$ cat config.mk
export PLATFORM = sky130hd
export DESIGN_NAME = usct_top
export DESIGN_NICKNAME = d
export VERILOG_FILES = /design/src/logic/usct_pkg.sv /design/src/logic/usct_baud_gen.sv /design/src/logic/usct_top.sv
export SDC_FILE = /design/constraint.sdc
export NUM_CORES = 1
export LEC_CHECK = 0
export BUFFER_PORTS_ARGS = -buffer_cell sky130_fd_sc_hd__buf_2
export CORE_UTILIZATION = 35
export CTS_BUF_LIST = sky130_fd_sc_hd__clkbuf_4 sky130_fd_sc_hd__clkbuf_8 sky130_fd_sc_hd__clkbuf_16
export DETAILED_ROUTE_END_ITERATION = 10
export PLACE_DENSITY = 0.64
export SYNTH_ARGS = -nofsm -noshare
export SYNTH_HDL_FRONTEND = slang
export SYNTH_SLANG_ARGS = --single-unit
$ cat constraint.sdc
create_clock -name clk -period 4.3 [get_ports clk]
set_input_delay 0.43 -clock clk [delete_from_list [all_inputs] [get_ports clk]]
set_output_delay 0.43 -clock clk [all_outputs]
set_load 0.005 [all_outputs]
$ cat src/logic/usct_pkg.sv
// usct_pkg: register map, field positions, reset values and states of the serial port
// assumes: an 8-bit register port with a 3-bit address
package usct_pkg;

  // ----------------------------------------------------------------
  // register offsets
  // ----------------------------------------------------------------
  localparam logic [2:0] ADDR_CSA = 3'h0;
  localparam logic [2:0] ADDR_CSB = 3'h1;
  localparam logic [2:0] ADDR_CSC = 3'h2;
  localparam logic [2:0] ADDR_DIR = 3'h3;
  localparam logic [2:0] ADDR_BAUD_LO = 3'h4;
  localparam logic [2:0] ADDR_BAUD_HI = 3'h5;
  localparam logic [2:0] ADDR_DATA = 3'h6;

  // ----------------------------------------------------------------
  // field positions
  // ----------------------------------------------------------------
  localparam int CSA_RX_DONE = 7;
  localparam int CSA_TX_DONE = 6;
  localparam int CSA_TX_EMPTY = 5;
  localparam int CSA_FRAME_ERR = 4;
  localparam int CSA_DOUBLE = 1;
  localparam int CSB_RX_EN = 4;
  localparam int CSB_TX_EN = 3;
  localparam int CSB_CS2 = 2;
  localparam int CSB_RX_BIT8 = 1;
  localparam int CSB_TX_BIT8 = 0;
  localparam int CSC_SYNC = 6;
  localparam int CSC_PAR_LO = 4;
  localparam int CSC_STOP2 = 3;
  localparam int CSC_CS_LO = 1;
  localparam int CSC_POL = 0;
  localparam int DIR_MASTER = 0;

  // ----------------------------------------------------------------
  // reset values and encodings
  // ----------------------------------------------------------------
  localparam logic [2:0] CS_RESET = 3'h3;
  localparam logic [2:0] CS_9BIT = 3'h7;
  localparam logic [1:0] PAR_RESET = 2'h0;
  localparam logic [11:0] BAUD_RESET = 12'h000;
  localparam logic [3:0] NORM_TOP = 4'hf;
  localparam logic [3:0] DOUBLE_TOP = 4'h7;
  localparam logic [3:0] NORM_MID = 4'h7;
  localparam logic [3:0] DOUBLE_MID = 4'h3;

  // ----------------------------------------------------------------
  // states
  // ----------------------------------------------------------------
  typedef enum logic [1:0] {
    TX_IDLE = 2'b01,
    TX_SEND = 2'b10
  } usct_tx_state_type;

  typedef enum logic [1:0] {
    RX_IDLE = 2'b01,
    RX_RUN = 2'b10
  } usct_rx_state_type;

endpackage : usct_pkg

$ cat src/logic/usct_baud_gen.sv
// usct_baud_gen: programmable down-counter that paces serial timing in async and synchronous master modes (slave follows the external clock)
// assumes: divisor and load pulse are synchronous to clk
`timescale 1ns/1ps
`default_nettype none
module usct_baud_gen #(
  parameter int DIV_W = 12
) (
  // clock and reset
  input wire logic clk,
  input wire logic rst_b,
  // control
  input wire logic [DIV_W-1:0] divisor,
  input wire logic load,
  // pacing
  output logic tick
);

  logic [DIV_W-1:0] cnt_reg;
  logic [DIV_W-1:0] cnt_next;
  logic at_zero;

  assign at_zero = (cnt_reg == '0);
  assign cnt_next = (at_zero || load) ? divisor : cnt_reg - 1'b1;
  assign tick = at_zero;

  always_ff @(posedge clk or negedge rst_b) begin
    if (!rst_b) begin
      cnt_reg <= '0;
    end else begin
      cnt_reg <= cnt_next;
    end
  end
endmodule : usct_baud_gen
`default_nettype wire

$ cat src/logic/usct_top.sv
// usct_top: serial port clock generation, frame transmitter and frame receiver
// assumes: serial_rx_pin and xfer_clock_in are synchronous to clk; register port never waits
`timescale 1ns/1ps
`default_nettype none
module usct_top import usct_pkg::*; #(
  parameter int DIV_W = 12
) (
  // clock and reset
  input wire logic clk,
  input wire logic rst_b,
  // register port
  input wire logic [2:0] reg_addr,
  input wire logic [7:0] reg_wdata,
  input wire logic reg_wr,
  input wire logic reg_rd,
  output logic [7:0] reg_rdata,
  // serial data pins
  input wire logic serial_rx_pin,
  output logic serial_tx_out,
  output logic serial_tx_oe,
  // transfer clock pin
  input wire logic xfer_clock_in,
  output logic xfer_clock_out,
  output logic xfer_clock_oe
);

  // ----------------------------------------------------------------
  // registers
  // ----------------------------------------------------------------
  logic double_speed_sel, tx_done_flag, rx_done_flag, framing_error;
  logic rx_en_reg, tx_enable_bit, rx_bit8_reg, tx_bit8_reg;
  logic sync_mode_sel, stop_bits_sel, clock_polarity_sel, xfer_clock_dir;
  logic [2:0] char_size_field;
  logic [1:0] parity_mode_field;
  logic [DIV_W-1:0] baud_divisor;
  logic [8:0] data_buffer_reg;
  logic buf_full_reg;
  logic [8:0] rx_data_reg;
  logic [7:0] rdata_reg;

  logic wr_csa, wr_csb, wr_csc, wr_dir, wr_lo, wr_hi, wr_data, rd_data;
  assign wr_csa = reg_wr && (reg_addr == ADDR_CSA);
  assign wr_csb = reg_wr && (reg_addr == ADDR_CSB);
  assign wr_csc = reg_wr && (reg_addr == ADDR_CSC);
  assign wr_dir = reg_wr && (reg_addr == ADDR_DIR);
  assign wr_lo = reg_wr && (reg_addr == ADDR_BAUD_LO);
  assign wr_hi = reg_wr && (reg_addr == ADDR_BAUD_HI);
  assign wr_data = reg_wr && (reg_addr == ADDR_DATA);
  assign rd_data = reg_rd && (reg_addr == ADDR_DATA);

  // ----------------------------------------------------------------
  // shared frame format
  // ----------------------------------------------------------------
  logic [3:0] data_n, frame_len, stop_pos;
  logic [8:0] data_mask;
  logic par_en, par_odd;
  assign data_n = (char_size_field == CS_9BIT) ? 4'h9 :
                  (char_size_field[2] ? 4'h8 : {1'b0, char_size_field} + 4'h5);
  assign par_en = parity_mode_field[1];
  assign par_odd = parity_mode_field[0];
  assign data_mask = 9'h1ff >> (4'h9 - data_n);
  // both directions read the same fields, so a change mid-frame hits both
  assign frame_len = data_n + {3'h0, par_en} + {3'h0, stop_bits_sel} + 4'h2;
  assign stop_pos = data_n + {3'h0, par_en} + 4'h1;

  // ----------------------------------------------------------------
  // clock generation
  // ----------------------------------------------------------------
  logic baud_tick;
  usct_baud_gen #(.DIV_W(DIV_W)) usct_baud_gen_i (
    .clk(clk),
    .rst_b(rst_b),
    .divisor(baud_divisor),
    .load(wr_lo),
    .tick(baud_tick)
  );

  logic xck_int_reg, xs1_reg, xs2_reg, xs3_reg;
  logic [3:0] ps_reg;
  logic [3:0] ps_top, rx_mid;
  logic xck_rise, xck_fall, change_edge, sample_edge, async_bit_en, tx_bit_en;

  // master clock toggles each baud tick: divide by two of the tick rate, 2*(divisor+1) of clk overall
  assign xck_rise = xfer_clock_dir ? (baud_tick && !xck_int_reg) : (xs2_reg && !xs3_reg);
  assign xck_fall = xfer_clock_dir ? (baud_tick && xck_int_reg) : (!xs2_reg && xs3_reg);
  assign change_edge = clock_polarity_sel ? xck_fall : xck_rise;
  assign sample_edge = clock_polarity_sel ? xck_rise : xck_fall;
  assign ps_top = double_speed_sel ? DOUBLE_TOP : NORM_TOP;
  assign rx_mid = double_speed_sel ? DOUBLE_MID : NORM_MID;
  assign async_bit_en = baud_tick && (ps_reg == ps_top);
  // synchronous path never looks at the double speed bit
  assign tx_bit_en = sync_mode_sel ? change_edge : async_bit_en;

  always_ff @(posedge clk or negedge rst_b) begin
    if (!rst_b) begin
      xck_int_reg <= 1'b0;
      xs1_reg <= 1'b0;
      xs2_reg <= 1'b0;
      xs3_reg <= 1'b0;
      ps_reg <= 4'h0;
    end else begin
      xck_int_reg <= xck_int_reg ^ baud_tick;
      xs1_reg <= xfer_clock_in;
      xs2_reg <= xs1_reg;
      xs3_reg <= xs2_reg;
      if (baud_tick) begin
        ps_reg <= (ps_reg >= ps_top) ? 4'h0 : ps_reg + 4'h1;
      end
    end
  end

  // ----------------------------------------------------------------
  // transmitter
  // ----------------------------------------------------------------
  usct_tx_state_type tx_state;
  logic [3:0] tx_idx_reg;
  logic [8:0] tx_shift_reg;
  logic tx_line_reg, tx_oe_reg, xck_oe_reg;
  logic tx_last, tx_load, tx_done_ev, tx_parity, tx_bit, tx_busy;

  assign tx_busy = (tx_state == TX_SEND);
  assign tx_last = tx_busy && (tx_idx_reg == frame_len);
  // pending data still goes out after enable is dropped
  assign tx_load = tx_bit_en && buf_full_reg && (tx_enable_bit || tx_oe_reg) &&
                   (!tx_busy || tx_last);
  assign tx_done_ev = tx_bit_en && tx_last && !tx_load;
  assign tx_parity = (^tx_shift_reg) ^ par_odd;
  assign tx_bit = (tx_idx_reg <= data_n) ? tx_shift_reg[4'(tx_idx_reg - 4'h1)] :
                  (par_en && (tx_idx_reg == data_n + 4'h1)) ? tx_parity : 1'b1;

  always_ff @(posedge clk or negedge rst_b) begin
    if (!rst_b) begin
      tx_state <= TX_IDLE;
      tx_idx_reg <= 4'h0;
      tx_shift_reg <= 9'h000;
      tx_line_reg <= 1'b1;
    end else if (tx_load) begin
      tx_state <= TX_SEND;
      tx_idx_reg <= 4'h1;
      tx_shift_reg <= data_buffer_reg & data_mask;
      tx_line_reg <= 1'b0;
    end else if (tx_done_ev) begin
      tx_state <= TX_IDLE;
      tx_line_reg <= 1'b1;
    end else if (tx_bit_en && tx_busy) begin
      tx_idx_reg <= tx_idx_reg + 4'h1;
      tx_line_reg <= tx_bit;
    end
  end

  always_ff @(posedge clk or negedge rst_b) begin
    if (!rst_b) begin
      tx_oe_reg <= 1'b0;
      xck_oe_reg <= 1'b0;
    end else begin
      tx_oe_reg <= tx_enable_bit || tx_busy || buf_full_reg;
      xck_oe_reg <= sync_mode_sel && xfer_clock_dir && (tx_enable_bit || rx_en_reg);
    end
  end

  // ----------------------------------------------------------------
  // receiver
  // ----------------------------------------------------------------
  usct_rx_state_type rx_state;
  logic [3:0] rx_phase_reg, rx_idx_reg;
  logic [8:0] rx_shift_reg;
  logic rx_start, rx_sample, rx_stop_ev;

  assign rx_start = (rx_state == RX_IDLE) && rx_en_reg && !serial_rx_pin &&
                    (sync_mode_sel ? sample_edge : baud_tick);
  assign rx_sample = (rx_state == RX_RUN) &&
                     (sync_mode_sel ? sample_edge : (baud_tick && rx_phase_reg == rx_mid));
  // second stop bit is never looked at
  assign rx_stop_ev = rx_sample && (rx_idx_reg == stop_pos);

  always_ff @(posedge clk or negedge rst_b) begin
    if (!rst_b) begin
      rx_state <= RX_IDLE;
      rx_phase_reg <= 4'h0;
      rx_idx_reg <= 4'h0;
      rx_shift_reg <= 9'h000;
    end else if (rx_start) begin
      rx_state <= RX_RUN;
      rx_phase_reg <= 4'h1;
      rx_idx_reg <= sync_mode_sel ? 4'h1 : 4'h0;
    end else if (rx_state == RX_RUN) begin
      if (baud_tick) begin
        rx_phase_reg <= (rx_phase_reg >= ps_top) ? 4'h0 : rx_phase_reg + 4'h1;
      end
      if (rx_sample) begin
        rx_idx_reg <= rx_idx_reg + 4'h1;
        if (rx_idx_reg >= 4'h1 && rx_idx_reg <= data_n) begin
          rx_shift_reg <= {serial_rx_pin, rx_shift_reg[8:1]};
        end
        if ((rx_idx_reg == 4'h0 && serial_rx_pin) || rx_stop_ev) begin
          rx_state <= RX_IDLE; // false start or frame end
        end
      end
    end
  end

  // ----------------------------------------------------------------
  // control and status registers
  // ----------------------------------------------------------------
  always_ff @(posedge clk or negedge rst_b) begin
    if (!rst_b) begin
      double_speed_sel <= 1'b0;
      rx_en_reg <= 1'b0;
      tx_enable_bit <= 1'b0;
      tx_bit8_reg <= 1'b0;
      char_size_field <= CS_RESET;
      sync_mode_sel <= 1'b0;
      parity_mode_field <= PAR_RESET;
      stop_bits_sel <= 1'b0;
      clock_polarity_sel <= 1'b0;
      xfer_clock_dir <= 1'b0;
      baud_divisor <= BAUD_RESET;
    end else begin
      if (wr_csa) double_speed_sel <= reg_wdata[CSA_DOUBLE];
      if (wr_csb) begin
        rx_en_reg <= reg_wdata[CSB_RX_EN];
        tx_enable_bit <= reg_wdata[CSB_TX_EN];
        char_size_field[2] <= reg_wdata[CSB_CS2];
        tx_bit8_reg <= reg_wdata[CSB_TX_BIT8];
      end
      if (wr_csc) begin
        sync_mode_sel <= reg_wdata[CSC_SYNC];
        parity_mode_field <= reg_wdata[CSC_PAR_LO +: 2];
        stop_bits_sel <= reg_wdata[CSC_STOP2];
        char_size_field[1:0] <= reg_wdata[CSC_CS_LO +: 2];
        clock_polarity_sel <= reg_wdata[CSC_POL];
      end
      if (wr_dir) xfer_clock_dir <= reg_wdata[DIR_MASTER];
      if (wr_lo) baud_divisor[7:0] <= reg_wdata;
      if (wr_hi) baud_divisor[DIV_W-1:8] <= reg_wdata[DIV_W-9:0];
    end
  end

  // flags: hardware set wins over a clear in the same cycle
  always_ff @(posedge clk or negedge rst_b) begin
    if (!rst_b) begin
      tx_done_flag <= 1'b0;
      rx_done_flag <= 1'b0;
      framing_error <= 1'b0;
      rx_bit8_reg <= 1'b0;
      rx_data_reg <= 9'h000;
      buf_full_reg <= 1'b0;
      data_buffer_reg <= 9'h000;
    end else begin
      if (tx_done_ev) tx_done_flag <= 1'b1;
      else if (wr_csa && reg_wdata[CSA_TX_DONE]) tx_done_flag <= 1'b0;
      if (rx_stop_ev) begin
        rx_done_flag <= 1'b1;
        framing_error <= !serial_rx_pin;
        rx_data_reg <= (rx_shift_reg >> (4'h9 - data_n));
        rx_bit8_reg <= rx_shift_reg[8];
      end else if (rd_data) begin
        rx_done_flag <= 1'b0;
      end
      if (wr_data) begin
        data_buffer_reg <= {tx_bit8_reg, reg_wdata};
        buf_full_reg <= 1'b1;
      end else if (tx_load) begin
        buf_full_reg <= 1'b0;
      end
    end
  end

  // ----------------------------------------------------------------
  // read port and pin outputs
  // ----------------------------------------------------------------
  logic [7:0] rd_mux;
  assign rd_mux = (reg_addr == ADDR_CSA) ? {rx_done_flag, tx_done_flag, !buf_full_reg, framing_error,
                                             2'b00, double_speed_sel, 1'b0} :
                  (reg_addr == ADDR_CSB) ? {3'b000, rx_en_reg, tx_enable_bit, char_size_field[2],
                                             rx_bit8_reg, tx_bit8_reg} :
                  (reg_addr == ADDR_CSC) ? {1'b0, sync_mode_sel, parity_mode_field, stop_bits_sel,
                                             char_size_field[1:0], clock_polarity_sel} :
                  (reg_addr == ADDR_DIR) ? {7'h00, xfer_clock_dir} :
                  (reg_addr == ADDR_BAUD_LO) ? baud_divisor[7:0] :
                  (reg_addr == ADDR_BAUD_HI) ? {{(16-DIV_W){1'b0}}, baud_divisor[DIV_W-1:8]} :
                  (reg_addr == ADDR_DATA) ? rx_data_reg[7:0] : 8'h00;

  always_ff @(posedge clk or negedge rst_b) begin
    if (!rst_b) begin
      rdata_reg <= 8'h00;
    end else begin
      rdata_reg <= reg_rd ? rd_mux : 8'h00;
    end
  end

  assign reg_rdata = rdata_reg;
  assign serial_tx_out = tx_line_reg;
  assign serial_tx_oe = tx_oe_reg;
  assign xfer_clock_out = xck_int_reg;
  assign xfer_clock_oe = xck_oe_reg;
endmodule : usct_top
`default_nettype wire

==> impl_metrics.ini, run 1 <==
[drt]
final_antenna_net_count = 0
wl_per_cell_um = 17.69
drt_iter0_drc = 257
drc = 0
via_count = 4680
drt-total-wl_mm = 15.11
dr.pass1.iters = 5
vias_per_cell = 5.480

[critical_path]
slowest_stage = dfstp_2
crit_path_start_kind = register
cp_max_fo = 10
path_cells = ha_1 -> nand2_1 -> o21ai_1 -> ha_1 -> xnor2_1 -> ha_1 -> xnor2_1 -> or4b_1 -> a21o_1 -> a21oi_4 -> mux2_2
cp-end-kind = register
required_ns = 4.54
worstPathArrival_ns = 4.06
criticalPathCategory = register to register
cpMostUsedCell = ha_1
cpPeakStageDelay_ns = 0.62
regToRegSetupSlack_ns = 0.48

[die]
fp.dieH_um = 137.7
initial_core_util_pct = 35.76
rows = 49
fp.dieW_um = 137.7
fp.coreArea_mm2 = 0.01802
ios = 29
dieArea_mm2 = 0.01896

[global_route]
antenna_found_initial = 0
grt_pass1_vias = 4522
grt_use_total_pct = 16.59
grt.overflow.total = 0
grt_pass1_wl_mm = 23.94
grt_start_max_net_pins = 43

[synth]
synth_nets = 646
yosysUniqueCellTypes = 66
synth_compound_area_share_pct = 11.98
syn-cell-area_mm2 = 0.006445
ys_async_sr_fraction_pct = 100.0
ys.flop_type = dfrtp_1
synth_edf_count = 0
synthAdderAreaFrac_pct = 5.824
synthTopCellsByArea = dfrtp_1, mux2_2, ha_1
synth_top_family_by_area = multiplexers
synth_xor_area_share_pct = 5.533
syn_avg_cell_area_um2 = 10.76
ys_ff_latch = 112
synth.top_cell.area_share_pct = 41.55
yosysSeqAreaShare_pct = 43.58
synth.area.mux_share_pct = 16.40
synth-simple-area-share_pct = 13.26
synth_top_area_cell = dfrtp_1
yosysWarningCount = 0
synthCells = 599

[run]
cap_viol_max_count = 0

[power_and_ir_drop]
power.leakage_nw = 3.102
finalPower_mw = 4.179
peakVddDrop_uv = 432.6
p_per_area_mw_per_mm2 = 587.3

[placement]
place.gp.congestion = 0.8851
dp_slack_ns = 0.5202
dpl.hpwl_mm = 11.25
port_buffers = 28

[cts]
cts_root_buffer = clkbuf_16
cts_resized = 0
cts.clk_slew.worst_paths_ns = 0.08
clock-sinks = 112
hold_buffers = 0
insertion_delay_ns = 0.36
tritoncts = done
cts_buffers = 9
clk_path_buf_depth = 2
post_cts_buffers = 0
htree_levels = 3

[timing]
whs_ns = 0.04420
tightest_slew_ns = 0.8002
slew_headroom_pct = 46.16
drv_slew = 0
finalCritPeriodShare_pct = 88.94
fmax_ghz = 0.2615
hold_violations = 0
period_needed_ns = 3.824
grt_setup_unrepaired = false
fin_ws_ns = 0.4758
tns_ns = 0
clock_skew_ns = 0.01259
setup_viol = 0

[cells_and_area]
diodes = 0
fillers = 1762
nets = 667
area_delta_synth_final_pct = 10.41
seq_area_mm2 = 0.002809
multi_input_area_mm2 = 0.003416
drive_above_1_share_pct = 21.44

[worst_hold_path]
hp-class = input port to async pin

[run_status]
outcome = completed
-- cells in the final DEF, fill, tap and decap left out, types with 7 or more instances in the layout --
cell	count
nand3_1	23
ha_1	30
dfrtp_1	107
nand4_1	9
mux2_2	48
clkbuf_16	9
buf_2	27
mux2_4	7
a21oi_1	23
nand2_1	54
mux4_2	12
nand2b_1	8
xor2_1	14
buf_4	7
mux2i_1	13
nor2_1	28
o21ai_0	33
inv_1	30
and3_1	9
nor3_1	10
nor2b_1	14
xnor2_1	21
-- kinds of logic (layout without fill, tap and decap cells) --
| logic type | Yosys count | in the layout |
|---|---|---|
| AND/OR/NAND/NOR | 172 | 172 |
| AO/OA/AOI/OAI | 113 | 113 |
| flip-flops | 112 | 112 |
| multiplexers | 81 | 81 |
| buffers and inverters | 54 | 80 |
| XOR/XNOR | 37 | 37 |
| adder cells (fa/ha/maj) | 30 | 30 |
-- layer usage --
layer  vias to the layer above  global-route usage, %  wire (um)
met3                        11                  3.091        609
met5                         -                      0          0
met4                         0                  3.986        169
met1                      2360                  21.71       6835
met2                       111                  28.20       7496
li1                       2198                      -          -
-- final cells by class --
type / instances / share of cell area, %
Clock inverter: 6 / 0.9144
Timing Repair Buffer: 34 / 2.638
Multi-Input combinational cell: 433 / 48.00
Clock buffer: 10 / 3.359
Sequential cell: 112 / 39.48
Tap cell: 229 / 4.027
Inverter: 30 / 1.583
-- worst max-delay path: cells and delay by family (launching register included) --
family	cells	cell delay (ns)
adder cells (fa/ha/maj)	3	1.05
AO/OA/AOI/OAI	3	0.77
flip-flops	1	0.62
AND/OR/NAND/NOR	2	0.62
multiplexers	1	0.39
XOR/XNOR	2	0.28
-- cells in the mapped netlist, types with 4 or more instances --
master and instances:
nor3_1 10, and3_1 9, inv_1 30, mux4_2 12
a22o_1 4, a21o_1 4, a31oi_1 4, a21oi_1 23
dfrtp_1 107, xor2_1 14, mux2_2 48, nor2_1 28
nand4_1 9, xnor2_1 21, o31ai_1 5, mux2_4 7
nor2b_1 14, nand3_1 23, mux2i_1 13, o21ai_0 33
o21a_1 4, clkbuf_1 17, dfstp_2 5, nand2b_1 8
ha_1 30, o211ai_1 5, nand2_1 54
-- final timing paths --
path | end | depth (start not counted) | startpoint
worst max-delay path | tx_shift_reg[3]$_DFFE_PN0N_ | 11 | char_size_field[1]$_DFFE_PN1P_
worst min-delay path | usct_baud_gen_i.cnt_reg[3]$_DFF_PN0_ | 1 | rst_b
worst max register to register | tx_shift_reg[3]$_DFFE_PN0N_ | 11 | char_size_field[1]$_DFFE_PN1P_
worst min register to register | xs2_reg$_DFF_PN0_ | 0 | xs1_reg$_DFF_PN0_
max in group asynchronous | char_size_field[1]$_DFFE_PN1P_ | 2 | rst_b
min in group clk | xs1_reg$_DFF_PN0_ | 1 | xfer_clock_in
-- through the flow --
step	util (%)	area, um^2	cells
2_1_floorplan	-	6445	599
3_3_place_gp	37.79	6812	838
3_5_place_dp	37.79	6812	838
4_1_cts	39.48	7116	854
5_1_grt	39.48	7116	854
6_report	39.48	7116	854
-- power by group --
group / switching, mW / internal (mW)
Clock: 0.409 / 0.471
Sequential: 0.353 / 1.33
Combinational: 0.856 / 0.756
Total: 1.62 / 2.56
Note: power is estimated with default switching activity, not from simulation.
==> run 2: changes to the inputs <==
Settings changed: BUFFER_PORTS_ARGS -buffer_cell sky130_fd_sc_hd__buf_2 to not set, CTS_CLUSTER_SIZE set to 20, DONT_BUFFER_PORTS set to 1, PLACE_DENSITY 0.64 to 0.63.
==> run 2 against run 1 <==
- non-clock buffer count down 29
- sequential cell count unchanged
- final cell count decreased by 3.4%
- critical path type unchanged
- setup slack worse by 0.021 ns
- critical path depth grew 2
==> impl_metrics.ini, run 2 (synthesis gave the netlist of run 1 again) <==
[global_route]
grt_pass1_vias = 4501
grtUsageMet2_pct = 25.68
grt-busiest-layer = met2
grt_use_total_pct = 16.60
grt_use_met3_pct = 3.974
grt.met1_usage_pct = 22.00
antenna_found_initial = 0
grt_start_max_net_pins = 113
grt.overflow.total = 0
grt_pass1_wl_mm = 23.95

[drt]
final_antenna_net_count = 0
drt_iter0_drc = 282
via_count = 4553
drt-total-wl_mm = 14.88
dr.pass1.iters = 4
drc = 0
vias_per_cell = 5.519
wl_per_cell_um = 18.04

[critical_path]
required_ns = 4.56
crit_path_start_kind = register
criticalPathCategory = register to register
cpPeakStageDelay_ns = 0.61
slowest_stage = dfstp_2
crit_buf_inv = 1
cp_max_fo = 10
path_cells = ha_1 -> nand2_1 -> o21ai_1 -> ha_1 -> ha_1 -> inv_1 -> ha_1 -> xor2_1 -> nor3_1 -> or4b_1 -> a21o_1 -> a21oi_4 -> mux2_2
cp-end-kind = register
worstPathArrival_ns = 4.10
cpLargestDelayFamily = adder cells
cpMostUsedCell = ha_1

[cells_and_area]
drive_above_1_share_pct = 17.62
diodes = 0
final_cell_mix = dfrtp_1, nand2_1, mux2_2
area_delta_synth_final_pct = 8.057
fin_cells = 825
fillers = 1726
nets = 638
final_common_cell = dfrtp_1

[placement]
dp_slack_ns = 0.4986
dp_cells = 808
place.gp.congestion = 0.8669
dpl.hpwl_mm = 10.89
port_buffers = 0

[timing]
fin_ws_ns = 0.4543
tns_ns = 0
setup_viol = 0
tightest_slew_ns = 1.147
whs_ns = 0.002634
drv_slew = 0
fmax_ghz = 0.2600
clock_skew_ns = 0.01086
finalCritPeriodShare_pct = 89.43
slew_headroom_pct = 22.96
period_needed_ns = 3.846
grt_setup_unrepaired = false
hold_violations = 0

[cts]
cts_root_buffer = clkbuf_16
clk_path_buf_depth = 2
cts_buffers = 9
post_cts_buffers = 0
cts.clk_slew.worst_paths_ns = 0.08
htree_levels = 3
hold_buffers = 1
tritoncts = done
cts_resized = 0
insertion_delay_ns = 0.37
clock-sinks = 112

[run_status]
outcome = completed

[run]
cap_viol_max_count = 0

[die]
ios = 29
fp.coreArea_mm2 = 0.01802
fp.dieW_um = 137.7
rows = 49
dieArea_mm2 = 0.01896
fp.dieH_um = 137.7
initial_core_util_pct = 35.76

[power_and_ir_drop]
power.leakage_nw = 2.973
peakVddDrop_uv = 411.7
p_per_area_mw_per_mm2 = 586.5

[worst_hold_path]
hp-class = input port to async pin
==> run 2: final cells by class <==
class	instances	area (um^2)	area share [%]
inverter	30	112.6	1.617
multi-input combinational	433	3416	49.05
sequential	112	2809	40.33
timing repair buffer	5	57.56	0.8264
clock buffer	10	232.7	3.342
clock inverter	6	50.05	0.7186
tap	229	286.5	4.114
==> run 2: layer usage <==
metal	vias to the layer above	routed length, um
met1	2277	6807
met2	107	6804
li1	2141	-
met4	0	457
met3	28	812
met5	-	0
==> run 2: path summary, 6_finish.rpt <==
| path | start | endpoint | slack (ns) | cells after the start |
|---|---|---|---|---|
| min reg2reg | xs1_reg$_DFF_PN0_ | xs2_reg$_DFF_PN0_ | 0.36 | 0 |
| max | char_size_field[1]$_DFFE_PN1P_ | tx_shift_reg[2]$_DFFE_PN0N_ | 0.45 | 13 |
| max in group asynchronous | rst_b | rx_state[0]$_DFFE_PN1P_ | 3.88 | 1 |
| min in group clk | xfer_clock_in | xs1_reg$_DFF_PN0_ | 0.09 | 0 |
| max reg2reg | char_size_field[1]$_DFFE_PN1P_ | tx_shift_reg[2]$_DFFE_PN0N_ | 0.45 | 13 |
| min | rst_b | usct_baud_gen_i.cnt_reg[11]$_DFF_PN0_ | 0.003 | 1 |
==> run 2: where the power goes <==
part | switching, mW | internal [mW] | leakage [nW]
registers | 0.356 | 1.33 | 1.38
clock network | 0.414 | 0.408 | 0.139
logic | 0.830 | 0.741 | 1.45
total | 1.60 | 2.48 | 2.97
==> run 2: stage by stage <==
stage | utilization, % | total power [mW] | area (um^2)
2_1_floorplan | - | 2.847 | 6445
3_3_place_gp | 36.92 | 3.155 | 6654
3_5_place_dp | 36.92 | 3.243 | 6654
4_1_cts | 38.64 | 4.098 | 6964
5_1_grt | 38.64 | 4.368 | 6964
6_report | 38.64 | 4.084 | 6964
